===== src/hw/aps_pkg.sv =====
`default_nettype none
package aps_pkg;
	// ----------------------------------------------------------------
	// Widths and depths
	// ----------------------------------------------------------------
	localparam int unsigned ADDR_W = 24;
	localparam int unsigned HALF_W = 12;
	localparam int unsigned MAP_W = 6;
	localparam int unsigned NUM_OUT = 24;
	localparam int unsigned NUM_LANES = 2;
	localparam int unsigned NUM_PARAMS = 5;
	localparam int unsigned FIFO_DEPTH = 8;
	localparam int unsigned OD_W = 3;
	localparam int unsigned OD_TAPS = 7;
	localparam int unsigned SD_W = 5;
	localparam int unsigned PTR_W = 5;
	localparam int unsigned APB_AW = 8;
	localparam int unsigned APB_DW = 32;
	localparam int unsigned FCNT_W = 4;

	// ----------------------------------------------------------------
	// Register byte offsets
	// ----------------------------------------------------------------
	localparam logic [APB_AW-1:0] REG_START_ADDR = 8'h00;
	localparam logic [APB_AW-1:0] REG_STEP = 8'h04;
	localparam logic [APB_AW-1:0] REG_BLOCK_SIZE = 8'h08;
	localparam logic [APB_AW-1:0] REG_NUM_BLOCKS = 8'h0C;
	localparam logic [APB_AW-1:0] REG_BLOCK_STEP = 8'h10;
	localparam logic [APB_AW-1:0] REG_MODE = 8'h14;
	localparam logic [APB_AW-1:0] REG_START_DELAY = 8'h18;
	localparam logic [APB_AW-1:0] REG_CTRL = 8'h1C;
	localparam logic [APB_AW-1:0] REG_STATUS = 8'h20;
	localparam logic [APB_AW-1:0] REG_XPT_PTR = 8'h24;
	localparam logic [APB_AW-1:0] REG_XPT_DATA = 8'h28;

	// Parameter slots inside the parameter array.
	localparam int unsigned PAR_START = 0;
	localparam int unsigned PAR_STEP = 1;
	localparam int unsigned PAR_BSIZE = 2;
	localparam int unsigned PAR_NBLK = 3;
	localparam int unsigned PAR_BSTEP = 4;

	// ----------------------------------------------------------------
	// Field positions and values
	// ----------------------------------------------------------------
	localparam int unsigned CTRL_START_BIT = 0;
	localparam int unsigned AUTO_INC_BIT = 6;
	localparam int unsigned ST_BUSY_BIT = 0;
	localparam int unsigned ST_DONE_LSB = 1;
	localparam int unsigned ST_FCNT_LSB = 4;
	localparam logic [1:0] MODE_ONESHOT = 2'h0;
	localparam logic [1:0] MODE_RESTART = 2'h1;
	localparam int unsigned MODE_CONT_BIT = 1;
	localparam logic [ADDR_W-1:0] MASK_FULL = 24'hFFFFFF;
	localparam logic [ADDR_W-1:0] MASK_HALF = 24'h000FFF;
	localparam logic [ADDR_W-1:0] ONE_W = 24'h000001;
	localparam logic [ADDR_W-1:0] ZERO_W = 24'h000000;
	localparam logic [SD_W-1:0] SD_ONE = 5'h01;
	localparam logic [SD_W-1:0] SD_ZERO = 5'h00;
	localparam logic [PTR_W-1:0] PTR_ONE = 5'h01;
	localparam logic [PTR_W-1:0] PTR_RESET = 5'h00;
	localparam logic [APB_DW-1:0] DATA_ZERO = 32'h00000000;

	// ----------------------------------------------------------------
	// Types
	// ----------------------------------------------------------------
	typedef struct packed {
		logic [OD_W-1:0] od;
		logic ds;
		logic [1:0] m;
	} aps_mode_type;

	typedef struct packed {
		logic sde;
		logic [SD_W-1:0] sd;
	} aps_sdly_type;

	typedef struct packed {
		logic [ADDR_W-1:0] addr;
		logic [ADDR_W-1:0] bstart;
		logic [ADDR_W-1:0] icnt;
		logic [ADDR_W-1:0] bcnt;
		logic done;
	} aps_lane_type;

	typedef logic [NUM_OUT-1:0][MAP_W-1:0] aps_map_type;

	typedef enum logic [1:0] {
		SEQ_IDLE = 2'h0,
		SEQ_WAIT = 2'h1,
		SEQ_RUN = 2'h3
	} aps_state_type;

	localparam aps_mode_type MODE_RESET = 6'h00;
	localparam aps_sdly_type SDLY_RESET = 6'h00;

	function automatic aps_map_type aps_identity_map();
		aps_map_type m;
		for (int i = 0; i < NUM_OUT; i++)
		begin
			m[i] = MAP_W'(i);
		end
		return m;
	endfunction
endpackage
`default_nettype wire


===== src/hw/aps_fifo.sv =====
`default_nettype none
module aps_fifo #(
	parameter int unsigned WIDTH = 24,
	parameter int unsigned DEPTH = 8
) (
	// Clock and reset
	input wire logic pclk,
	input wire logic presetn,
	input wire logic ce,
	// Fill side
	input wire logic in_valid,
	output logic in_ready,
	input wire logic [WIDTH-1:0] in_data,
	// Drain side
	output logic out_valid,
	input wire logic out_ready,
	output logic [WIDTH-1:0] out_data,
	output logic [$clog2(DEPTH+1)-1:0] level
);
	localparam int unsigned PW = $clog2(DEPTH);
	localparam int unsigned CW = $clog2(DEPTH+1);
	localparam logic [PW-1:0] LAST = PW'(DEPTH-1);
	localparam logic [CW-1:0] FULLC = CW'(DEPTH);

	logic [WIDTH-1:0] mem_r [DEPTH];
	logic [PW-1:0] wptr_r, wptr_nxt, rptr_r, rptr_nxt;
	logic [CW-1:0] cnt_r, cnt_nxt;
	logic push, pop;

	assign in_ready = (cnt_r != FULLC);
	assign out_valid = (cnt_r != '0);
	assign out_data = mem_r[rptr_r];
	assign level = cnt_r;

	always_comb
	begin
		push = in_valid & in_ready;
		pop = out_valid & out_ready;
		wptr_nxt = push ? ((wptr_r == LAST) ? '0 : wptr_r + 1'b1) : wptr_r;
		rptr_nxt = pop ? ((rptr_r == LAST) ? '0 : rptr_r + 1'b1) : rptr_r;
		cnt_nxt = cnt_r;
		if (push && !pop)
		begin
			cnt_nxt = cnt_r + 1'b1;
		end
		else if (pop && !push)
		begin
			cnt_nxt = cnt_r - 1'b1;
		end
	end

	// Storage is not reset; only the pointers and the count define what is valid.
	always_ff @(posedge pclk)
	begin
		if (ce && push)
		begin
			mem_r[wptr_r] <= in_data;
		end
	end

	always_ff @(posedge pclk or negedge presetn)
	begin
		if (!presetn)
		begin
			wptr_r <= '0;
			rptr_r <= '0;
			cnt_r <= '0;
		end
		else if (ce)
		begin
			wptr_r <= wptr_nxt;
			rptr_r <= rptr_nxt;
			cnt_r <= cnt_nxt;
		end
	end
endmodule
`default_nettype wire


===== src/hw/aps_xpt.sv =====
`default_nettype none
module aps_xpt (
	// Clock and reset
	input wire logic pclk,
	input wire logic presetn,
	input wire logic ce,
	input wire logic en,
	// Count in
	input wire logic in_valid,
	input wire logic [aps_pkg::ADDR_W-1:0] in_word,
	input wire aps_pkg::aps_map_type map,
	// Permuted word out
	output logic out_valid,
	output logic [aps_pkg::ADDR_W-1:0] out_word
);
	import aps_pkg::*;

	logic [ADDR_W-1:0] word_nxt, word_r;
	logic valid_r;

	assign out_valid = valid_r;
	assign out_word = word_r;

	always_comb
	begin
		word_nxt = '0;
		for (int i = 0; i < NUM_OUT; i++)
		begin
			if (map[i] < MAP_W'(NUM_OUT))
			begin
				word_nxt[i] = in_word[map[i][PTR_W-1:0]];
			end
			else
			begin
				word_nxt[i] = 1'b0;
			end
		end
	end

	always_ff @(posedge pclk or negedge presetn)
	begin
		if (!presetn)
		begin
			word_r <= '0;
			valid_r <= 1'b0;
		end
		else if (ce && en)
		begin
			word_r <= word_nxt;
			valid_r <= in_valid;
		end
	end
endmodule
`default_nettype wire


===== src/hw/aps_top.sv =====
// Summary of operation
// - Block begins at start address; each next address adds the step size.
// - Next block begins at previous block start plus block step size.
// - Block holds block-size addresses; sequence holds number-of-blocks blocks.
// - Each output bit takes the count bit chosen by its mapping register.
// - Reset loads the mapping registers with the identity mapping.
// - Mapping writes go to a shadow copy, made active at start/restart and at each continuous-mode repeat.
// - Data writes with auto-increment set advance the mapping pointer.
// - Dual mode runs two independent 12-bit sequences, one per output half.
// - A programmable delay stands between upper and lower output halves.
// - A mapping source index above 23 drives its output bit to zero.
// - Lower twelve bits lag the upper twelve by 0 to 7 clocks.
// - With start delay enabled, all starts and restarts wait 1 to 31 clocks.
// - Mode selects one-shot, one-shot with restart, or continuous operation.
//
// Implementation choices: register access over APB and the register addresses.
`default_nettype none
module aps_top (
	// Clock, reset and enable
	input wire logic pclk,
	input wire logic presetn,
	input wire logic ce,
	// APB slave
	input wire logic psel,
	input wire logic penable,
	input wire logic pwrite,
	input wire logic [aps_pkg::APB_AW-1:0] paddr,
	input wire logic [aps_pkg::APB_DW-1:0] pwdata,
	output logic [aps_pkg::APB_DW-1:0] prdata,
	output logic pready,
	output logic pslverr,
	// Sequence control
	input wire logic start_in,
	output logic busy,
	// Address output
	output logic [aps_pkg::ADDR_W-1:0] address_out_bus,
	output logic addr_valid,
	input wire logic out_ready
);
	import aps_pkg::*;

	// Held as a constant so that the reset branches load constants only.
	localparam aps_map_type MAP_IDENT = aps_identity_map();

	// ----------------------------------------------------------------
	// Declarations
	// ----------------------------------------------------------------
	logic [ADDR_W-1:0] par_r [NUM_PARAMS];
	logic [ADDR_W-1:0] par_nxt [NUM_PARAMS];
	aps_mode_type mode_r, mode_nxt;
	aps_sdly_type sdly_r, sdly_nxt;
	logic [PTR_W-1:0] xptr_r, xptr_nxt;
	aps_map_type map_r, map_nxt, amap_r, amap_nxt;
	logic [APB_DW-1:0] prdata_r, prdata_nxt;
	logic pready_r, pslverr_r, pslverr_nxt;
	logic start_sw;

	aps_state_type state_r, state_nxt;
	logic [SD_W-1:0] dly_r, dly_nxt;
	aps_lane_type lane_r [NUM_LANES];
	aps_lane_type lane_nxt [NUM_LANES];
	logic busy_r;
	logic emit, adv_ok;
	logic [ADDR_W-1:0] raw_word;

	logic xv, fifo_in_ready, fifo_out_valid, pop;
	logic [ADDR_W-1:0] xword, fifo_data;
	logic [FCNT_W-1:0] fifo_level;

	logic [HALF_W-1:0] hist_r [OD_TAPS];
	logic [HALF_W-1:0] hist_nxt [OD_TAPS];
	logic [HALF_W-1:0] lo_in, out_lo_r, out_lo_nxt, out_hi_r, out_hi_nxt;
	logic valid_r;

	assign prdata = prdata_r;
	assign pready = pready_r;
	assign pslverr = pslverr_r;
	assign busy = busy_r;
	assign address_out_bus = {out_hi_r, out_lo_r};
	assign addr_valid = valid_r;

	// ----------------------------------------------------------------
	// Helper functions
	// ----------------------------------------------------------------
	function automatic logic addr_ok(input logic [APB_AW-1:0] a);
		if (a == REG_START_ADDR || a == REG_STEP || a == REG_BLOCK_SIZE)
			return 1'b1;
		else if (a == REG_NUM_BLOCKS || a == REG_BLOCK_STEP || a == REG_MODE)
			return 1'b1;
		else if (a == REG_START_DELAY || a == REG_CTRL || a == REG_STATUS)
			return 1'b1;
		else if (a == REG_XPT_PTR || a == REG_XPT_DATA)
			return 1'b1;
		else
			return 1'b0;
	endfunction

	// Parameter of one lane: in dual mode lane 1 takes the upper half of each register.
	function automatic logic [ADDR_W-1:0] lane_par(input logic [ADDR_W-1:0] v, input int l, input logic ds);
		if (!ds)
			return v;
		else if (l == 0)
			return v & MASK_HALF;
		else
			return {{HALF_W{1'b0}}, v[ADDR_W-1:HALF_W]};
	endfunction

	// A programmed count of zero is taken as one, so the counter never wraps.
	function automatic logic [ADDR_W-1:0] count_load(input logic [ADDR_W-1:0] v);
		return (v == ZERO_W) ? ZERO_W : v - ONE_W;
	endfunction

	// ----------------------------------------------------------------
	// APB register file
	// ----------------------------------------------------------------
	always_comb
	begin
		logic acc_wr;
		logic [APB_DW-1:0] rd;
		acc_wr = psel & penable & pready_r & pwrite;
		rd = DATA_ZERO;
		for (int p = 0; p < NUM_PARAMS; p++)
		begin
			par_nxt[p] = par_r[p];
		end
		mode_nxt = mode_r;
		sdly_nxt = sdly_r;
		xptr_nxt = xptr_r;
		map_nxt = map_r;
		start_sw = 1'b0;
		prdata_nxt = prdata_r;
		pslverr_nxt = pslverr_r;
		if (psel && !penable)
		begin
			if (paddr == REG_START_ADDR || paddr == REG_STEP || paddr == REG_BLOCK_SIZE
				|| paddr == REG_NUM_BLOCKS || paddr == REG_BLOCK_STEP)
				rd = APB_DW'(par_r[paddr[4:2]]);
			else if (paddr == REG_MODE)
				rd = APB_DW'(mode_r);
			else if (paddr == REG_START_DELAY)
				rd = APB_DW'(sdly_r);
			else if (paddr == REG_STATUS)
			begin
				rd[ST_BUSY_BIT] = (state_r != SEQ_IDLE);
				rd[ST_DONE_LSB] = lane_r[0].done;
				rd[ST_DONE_LSB+1] = lane_r[1].done;
				rd[ST_FCNT_LSB +: FCNT_W] = fifo_level;
			end
			else if (paddr == REG_XPT_PTR)
				rd = APB_DW'(xptr_r);
			else if (paddr == REG_XPT_DATA && xptr_r < PTR_W'(NUM_OUT))
				rd = APB_DW'(map_r[xptr_r]);
			prdata_nxt = rd;
			pslverr_nxt = ~addr_ok(paddr);
		end
		if (acc_wr)
		begin
			if (paddr == REG_START_ADDR || paddr == REG_STEP || paddr == REG_BLOCK_SIZE
				|| paddr == REG_NUM_BLOCKS || paddr == REG_BLOCK_STEP)
				par_nxt[paddr[4:2]] = pwdata[ADDR_W-1:0];
			else if (paddr == REG_MODE)
				mode_nxt = pwdata[$bits(aps_mode_type)-1:0];
			else if (paddr == REG_START_DELAY)
				sdly_nxt = pwdata[$bits(aps_sdly_type)-1:0];
			else if (paddr == REG_CTRL)
				start_sw = pwdata[CTRL_START_BIT];
			else if (paddr == REG_XPT_PTR)
				xptr_nxt = pwdata[PTR_W-1:0];
			else if (paddr == REG_XPT_DATA)
			begin
				if (xptr_r < PTR_W'(NUM_OUT))
					map_nxt[xptr_r] = pwdata[MAP_W-1:0];
				if (pwdata[AUTO_INC_BIT])
					xptr_nxt = xptr_r + PTR_ONE;
			end
		end
	end

	// Parameter registers are reset too, so no unknown reaches the counters.
	always_ff @(posedge pclk or negedge presetn)
	begin
		if (!presetn)
		begin
			for (int p = 0; p < NUM_PARAMS; p++)
			begin
				par_r[p] <= ZERO_W;
			end
			mode_r <= MODE_RESET;
			sdly_r <= SDLY_RESET;
			xptr_r <= PTR_RESET;
			map_r <= MAP_IDENT;
			prdata_r <= DATA_ZERO;
			pready_r <= 1'b0;
			pslverr_r <= 1'b0;
		end
		else if (ce)
		begin
			for (int p = 0; p < NUM_PARAMS; p++)
			begin
				par_r[p] <= par_nxt[p];
			end
			mode_r <= mode_nxt;
			sdly_r <= sdly_nxt;
			xptr_r <= xptr_nxt;
			map_r <= map_nxt;
			prdata_r <= prdata_nxt;
			pready_r <= 1'b1;
			pslverr_r <= pslverr_nxt;
		end
	end

	// ----------------------------------------------------------------
	// Sequence generator
	// ----------------------------------------------------------------
	assign adv_ok = fifo_in_ready | ~xv;
	assign emit = (state_r == SEQ_RUN) & adv_ok;
	assign raw_word = mode_r.ds ? {lane_r[1].addr[HALF_W-1:0], lane_r[0].addr[HALF_W-1:0]}
		: lane_r[0].addr;

	always_comb
	begin
		logic go_req, launch, all_last;
		logic [ADDR_W-1:0] msk, nb;
		go_req = 1'b0;
		launch = 1'b0;
		all_last = 1'b1;
		msk = mode_r.ds ? MASK_HALF : MASK_FULL;
		nb = ZERO_W;
		state_nxt = state_r;
		dly_nxt = dly_r;
		amap_nxt = amap_r;
		for (int l = 0; l < NUM_LANES; l++)
		begin
			lane_nxt[l] = lane_r[l];
			if ((l == 0 || mode_r.ds) && !lane_r[l].done
				&& (lane_r[l].icnt != ZERO_W || lane_r[l].bcnt != ZERO_W))
				all_last = 1'b0;
		end
		case (state_r)
			SEQ_IDLE:
			begin
				go_req = start_sw | start_in;
			end
			SEQ_WAIT:
			begin
				if (dly_r == SD_ONE)
					launch = 1'b1;
				else
					dly_nxt = dly_r - SD_ONE;
			end
			SEQ_RUN:
			begin
				if (start_sw || start_in)
					go_req = 1'b1;
				else if (emit && all_last)
				begin
					if (mode_r.m[MODE_CONT_BIT])
						launch = 1'b1;
					else if (mode_r.m == MODE_RESTART)
						go_req = 1'b1;
					else
						state_nxt = SEQ_IDLE;
				end
				else if (emit)
				begin
					for (int l = 0; l < NUM_LANES; l++)
					begin
						nb = (lane_r[l].bstart + lane_par(par_r[PAR_BSTEP], l, mode_r.ds)) & msk;
						if (lane_r[l].done)
							lane_nxt[l] = lane_r[l];
						else if (lane_r[l].icnt != ZERO_W)
						begin
							lane_nxt[l].addr = (lane_r[l].addr + lane_par(par_r[PAR_STEP], l, mode_r.ds)) & msk;
							lane_nxt[l].icnt = lane_r[l].icnt - ONE_W;
						end
						else if (lane_r[l].bcnt != ZERO_W)
						begin
							lane_nxt[l].addr = nb;
							lane_nxt[l].bstart = nb;
							lane_nxt[l].icnt = count_load(lane_par(par_r[PAR_BSIZE], l, mode_r.ds));
							lane_nxt[l].bcnt = lane_r[l].bcnt - ONE_W;
						end
						else
							lane_nxt[l].done = 1'b1;
					end
				end
			end
			default:
			begin
				state_nxt = SEQ_IDLE;
			end
		endcase
		if (go_req)
		begin
			if (sdly_r.sde && sdly_r.sd != SD_ZERO)
			begin
				state_nxt = SEQ_WAIT;
				dly_nxt = sdly_r.sd;
			end
			else
				launch = 1'b1;
		end
		if (launch)
		begin
			state_nxt = SEQ_RUN;
			amap_nxt = map_r;
			for (int l = 0; l < NUM_LANES; l++)
			begin
				lane_nxt[l].addr = lane_par(par_r[PAR_START], l, mode_r.ds) & msk;
				lane_nxt[l].bstart = lane_par(par_r[PAR_START], l, mode_r.ds) & msk;
				lane_nxt[l].icnt = count_load(lane_par(par_r[PAR_BSIZE], l, mode_r.ds));
				lane_nxt[l].bcnt = count_load(lane_par(par_r[PAR_NBLK], l, mode_r.ds));
				lane_nxt[l].done = (l != 0) && !mode_r.ds;
			end
		end
	end

	always_ff @(posedge pclk or negedge presetn)
	begin
		if (!presetn)
		begin
			state_r <= SEQ_IDLE;
			dly_r <= SD_ZERO;
			amap_r <= MAP_IDENT;
			busy_r <= 1'b0;
			for (int l = 0; l < NUM_LANES; l++)
			begin
				lane_r[l] <= '0;
			end
		end
		else if (ce)
		begin
			state_r <= state_nxt;
			dly_r <= dly_nxt;
			amap_r <= amap_nxt;
			busy_r <= (state_nxt != SEQ_IDLE);
			for (int l = 0; l < NUM_LANES; l++)
			begin
				lane_r[l] <= lane_nxt[l];
			end
		end
	end

	// ----------------------------------------------------------------
	// Crosspoint switch and output buffer
	// ----------------------------------------------------------------
	aps_xpt u_xpt (
		.pclk(pclk),
		.presetn(presetn),
		.ce(ce),
		.en(adv_ok),
		.in_valid(emit),
		.in_word(raw_word),
		.map(amap_r),
		.out_valid(xv),
		.out_word(xword)
	);

	// A full buffer stalls the switch stage and so the generator itself.
	aps_fifo #(
		.WIDTH(ADDR_W),
		.DEPTH(FIFO_DEPTH)
	) u_fifo (
		.pclk(pclk),
		.presetn(presetn),
		.ce(ce),
		.in_valid(xv),
		.in_ready(fifo_in_ready),
		.in_data(xword),
		.out_valid(fifo_out_valid),
		.out_ready(out_ready),
		.out_data(fifo_data),
		.level(fifo_level)
	);

	// ----------------------------------------------------------------
	// Output half delay
	// ----------------------------------------------------------------
	// The lower half follows the upper one clock for clock; a word that is
	// not refilled keeps its last value, so a stalled output repeats it.
	assign pop = fifo_out_valid & out_ready;

	always_comb
	begin
		lo_in = pop ? fifo_data[HALF_W-1:0] : hist_r[0];
		out_hi_nxt = pop ? fifo_data[ADDR_W-1:HALF_W] : out_hi_r;
		hist_nxt[0] = lo_in;
		for (int k = 1; k < OD_TAPS; k++)
		begin
			hist_nxt[k] = hist_r[k-1];
		end
		if (mode_r.od == '0)
			out_lo_nxt = lo_in;
		else
			out_lo_nxt = hist_r[mode_r.od - 1'b1];
	end

	always_ff @(posedge pclk or negedge presetn)
	begin
		if (!presetn)
		begin
			for (int k = 0; k < OD_TAPS; k++)
			begin
				hist_r[k] <= '0;
			end
			out_lo_r <= '0;
			out_hi_r <= '0;
			valid_r <= 1'b0;
		end
		else if (ce)
		begin
			hist_r <= hist_nxt;
			out_lo_r <= out_lo_nxt;
			out_hi_r <= out_hi_nxt;
			valid_r <= pop;
		end
	end
endmodule
`default_nettype wire


===== config.mk =====
export PLATFORM = sky130hd
export DESIGN_NAME = aps_top
export DESIGN_NICKNAME = d
export VERILOG_FILES = /design/src/hw/aps_pkg.sv /design/src/hw/aps_fifo.sv /design/src/hw/aps_xpt.sv /design/src/hw/aps_top.sv
export SDC_FILE = /design/constraint.sdc
export NUM_CORES = 2
export LEC_CHECK = 0
export BUFFER_PORTS_ARGS = -buffer_cell sky130_fd_sc_hd__buf_2
export CAP_MARGIN = 20
export CORE_MARGIN = 2
export CORE_UTILIZATION = 40
export CTS_CLUSTER_DIAMETER = 120
export DETAILED_ROUTE_END_ITERATION = 16
export PLACE_DENSITY = 0.59
export SLEW_MARGIN = 20
export SYNTH_ARGS = -nofsm -noshare
export SYNTH_HDL_FRONTEND = slang
export SYNTH_SLANG_ARGS = --single-unit

===== constraint.sdc =====
create_clock -name pclk -period 7.2 [get_ports pclk]
set_input_delay 1.08 -clock pclk [delete_from_list [all_inputs] [get_ports pclk]]
set_output_delay 1.08 -clock pclk [all_outputs]
set_load 0.01 [all_outputs]

==> impl_metrics.tcl <==
set metrics [dict create \
    grt_pass1_vias 38300 \
    crit_path_max_fanout 24 \
    netlist.area_leader.share_pct 30.8 \
    postCtsSetupBuffers 0 \
    cts.sinks 965 \
    synth_top_area_cell "dfrtp_1" \
    synth_cell_type_count 97 \
    register_area_um2 25300 \
    grt_usage_pct 23.9 \
    numPortBuffers 91 \
    postSynth.asyncResetShare_pct 80.1 \
    dp_hpwl_um 112000 \
    vias 39400 \
    grt_pass1_wl_um 252000 \
    globalplace.congestion 0.934 \
    drt-initial-drc-count 3976 \
    tns_ns 0 \
    max_cap_violations 0 \
    synth_mux_area_share_pct 24.8 \
    dpl_cell_area_um2 56500 \
    end_kind "register" \
    slew_headroom_pct 21.0 \
    path_buf_inv 1 \
    tightest_slew_ns 1.18 \
    cts_root_buf "clkbuf_16" \
    max_stage_delay_ns 0.76 \
    slowest_stage "o211ai_1" \
    num_io_pins 108 \
    reg2reg_from "lane_r[41]$_DFFE_PN0P_" \
    synth-xor-area-share_pct 2.17 \
    fillCellCount 12300 \
    dieHeight_um 373 \
    dpl.cell_count 6263 \
    ant_nets 0 \
    synthAdderAreaFrac_pct 2.46 \
    viasPerCell 6.08 \
    yosys_warnings 0 \
    crit_path_cell_trace "or4_1 -> nor3_1 -> nand4b_1 -> o211ai_1 -> a41o_1 -> o21ai_4 -> nand2_1 -> buf_4 -> o221ai_1 -> o21a_1" \
    insertion_delay_ns 0.77 \
    setup_ws_ns 2.05 \
    start_util_pct 40.2 \
    multiInputGateArea_um2 27500 \
    ctsHoldBuffers 0 \
    rows 135 \
    nets 4745 \
    avgRoutedWirePerCell_um 26.0 \
    fin_cells 6473 \
    antenna_found_initial 9 \
    report.final.slew_viol_count 0 \
    synth_area_per_cell_um2 11.7 \
    setup_violations 0 \
    ys.flop_type "dfrtp_1" \
    crit_start "lane_r[41]$_DFFE_PN0P_" \
    ys_seq_elements 965 \
    synth_compound_area_share_pct 11.6 \
    finClkSkew_ns 0.0830 \
    cts.clk_slew.worst_paths_ns 0.06 \
    worstPathRequired_ns 7.84 \
    cts_buffers 108 \
    final_common_cell "dfrtp_1" \
    h-tree-depth 3 \
    die-area_um2 139000 \
    fp.coreArea_um2 135000 \
    crit_type "register to register" \
    syn_area_um2 54400 \
    cts_tree "yes" \
    cp.arrival_ns 5.80 \
    place_ws_ns 1.54 \
    cts_max_path_buffers 3 \
    synth_top_cells_by_area "dfrtp_1 31%, mux4_2 11%, edfxtp_1 11%, mux2_2 8.4%, dfstp_2 5.0%" \
    fin_crit_sh_pct 71.6 \
    design_area_um2 60300 \
    cts.repair.resized 0 \
    drive_gt1_share_pct 26.0 \
    hp-class "primary input to asynchronous set/reset pin" \
    timing.final.hold_violations 0 \
    drc 0 \
    cp_top_family "simple AND/OR/NAND/NOR gates" \
    layout_common_cells "664 x dfrtp_1, 405 x mux2_2, 370 x nor2_1, 313 x nand2_1, 277 x mux4_2" \
    syn2layout_area_growth_pct 10.8 \
    cellLeakagePower_nw 24.7 \
    grt_max_degree 152 \
    drt_wl_total_um 168000 \
    rsz0062_at_grt "false" \
    grt_overflow_total 0 \
    cellPowerDensity_nw_per_um2 319 \
    min_period_ns 5.15 \
    synth_enable_flop_cells 192 \
    synth_top_family_by_area "multiplexers" \
    critPathLaunchType "register" \
    synthCells 4659 \
    ir_drop_mv 0.212 \
    synth_seq_area_share_pct 46.4 \
    max_freq_mhz 194 \
    status "finished clean" \
    drtPass1Iterations 6 \
    synth-simple-area-share_pct 9.23 \
    dieWidth_um 373 \
]
-- final cells by class --
class                           instances  share of cell area (%)
Multi-Input combinational cell       3266                    45.6
Sequential cell                       965                    41.9
Clock buffer                          159                    5.15
Tap cell                             1781                    3.70
Timing Repair Buffer                  190                    2.17
Clock inverter                         45                    1.09
Inverter                               62                   0.386
Antenna cell                            5                  0.0207
-- worst register-to-register path, cell delays in order (launching register included) --
cell and delay, ns:
dfrtp_1 0.44, or4_1 0.66, nor3_1 0.37, nand4b_1 0.67, o211ai_1 0.77, a41o_1 0.74
o21ai_4 0.17, nand2_1 0.54, buf_4 0.40, o221ai_1 0.20, o21a_1 0.14
-- cells in the mapped netlist, types with 76 or more instances --
master / instances
dfstp_2: 104
mux4_2: 277
mux2_1: 127
nor2_1: 380
buf_1: 76
ha_1: 99
edfxtp_1: 192
clkbuf_1: 230
o21ai_0: 270
nor3_1: 90
a21oi_1: 274
nand2_1: 315
mux2_2: 405
mux2i_1: 124
dfrtp_1: 669
-- worst paths after layout --
path                                                        to  slack (ns)  depth (start not counted)
worst max register to register          lane_r[83]$_DFFE_PN0P_        2.05                         10
max in group asynchronous               map_r[123]$_DFFE_PN0P_        5.36                          2
min in group pclk               u_xpt.out_word[10]$_DFFE_PN0P_        0.45                          1
worst max-delay path                    lane_r[83]$_DFFE_PN0P_        2.05                         10
worst min register to register  u_xpt.out_word[10]$_DFFE_PN0P_        0.45                          1
worst min-delay path                    lane_r[21]$_DFFE_PN0P_        0.36                          1
-- state kept, by name, summed over array words and instances (netlist names), 6 cells and up --
register / cells
u_fifo.mem_r: 192
lane_r: 170
amap_r: 144
map_r: 144
par_r: 120
hist_nxt: 72
prdata: 24
u_xpt.out_word: 24
hist_r: 12
out_hi_r: 12
out_lo_r: 12
mode_r: 6
sdly_r: 6
-- power breakdown --
group,total [mW],internal (mW),switching (mW),leakage [nW]
Clock,5.82,3.41,2.41,1.84
Combinational,6.17,2.48,3.70,11.4
Sequential,7.25,6.48,0.775,11.5
-- logic make-up after synthesis --
family / after synthesis
buffers and inverters: 435
adder cells (fa/ha/maj): 104
other: 1
AO/OA/AOI/OAI: 1002
flip-flops: 965
multiplexers: 933
XOR/XNOR: 135
AND/OR/NAND/NOR: 1084
-- per-layer routing --
layer | up-vias | part of all wire (%) | GRT usage (%)
met5 | - | 0.033 | 0.175
li1 | 17400 | - | -
met3 | 403 | 8.4 | 5.05
met1 | 19900 | 43 | 33.6
met2 | 1665 | 44 | 36.0
met4 | 8 | 3.9 | 9.45
-- per-stage QoR --
step / hold slack, ns / power [mW] / utilization [%]
floorplan: 0.426 / 11.3 / -
global placement: 0.438 / 13.3 / 41.8
detailed placement: 0.442 / 13.4 / 41.8
CTS: 0.348 / 19.3 / 44.5
global route: 0.398 / 20.2 / 44.6
finish: 0.358 / 19.2 / 44.6
(Power assumes the default switching activity.)
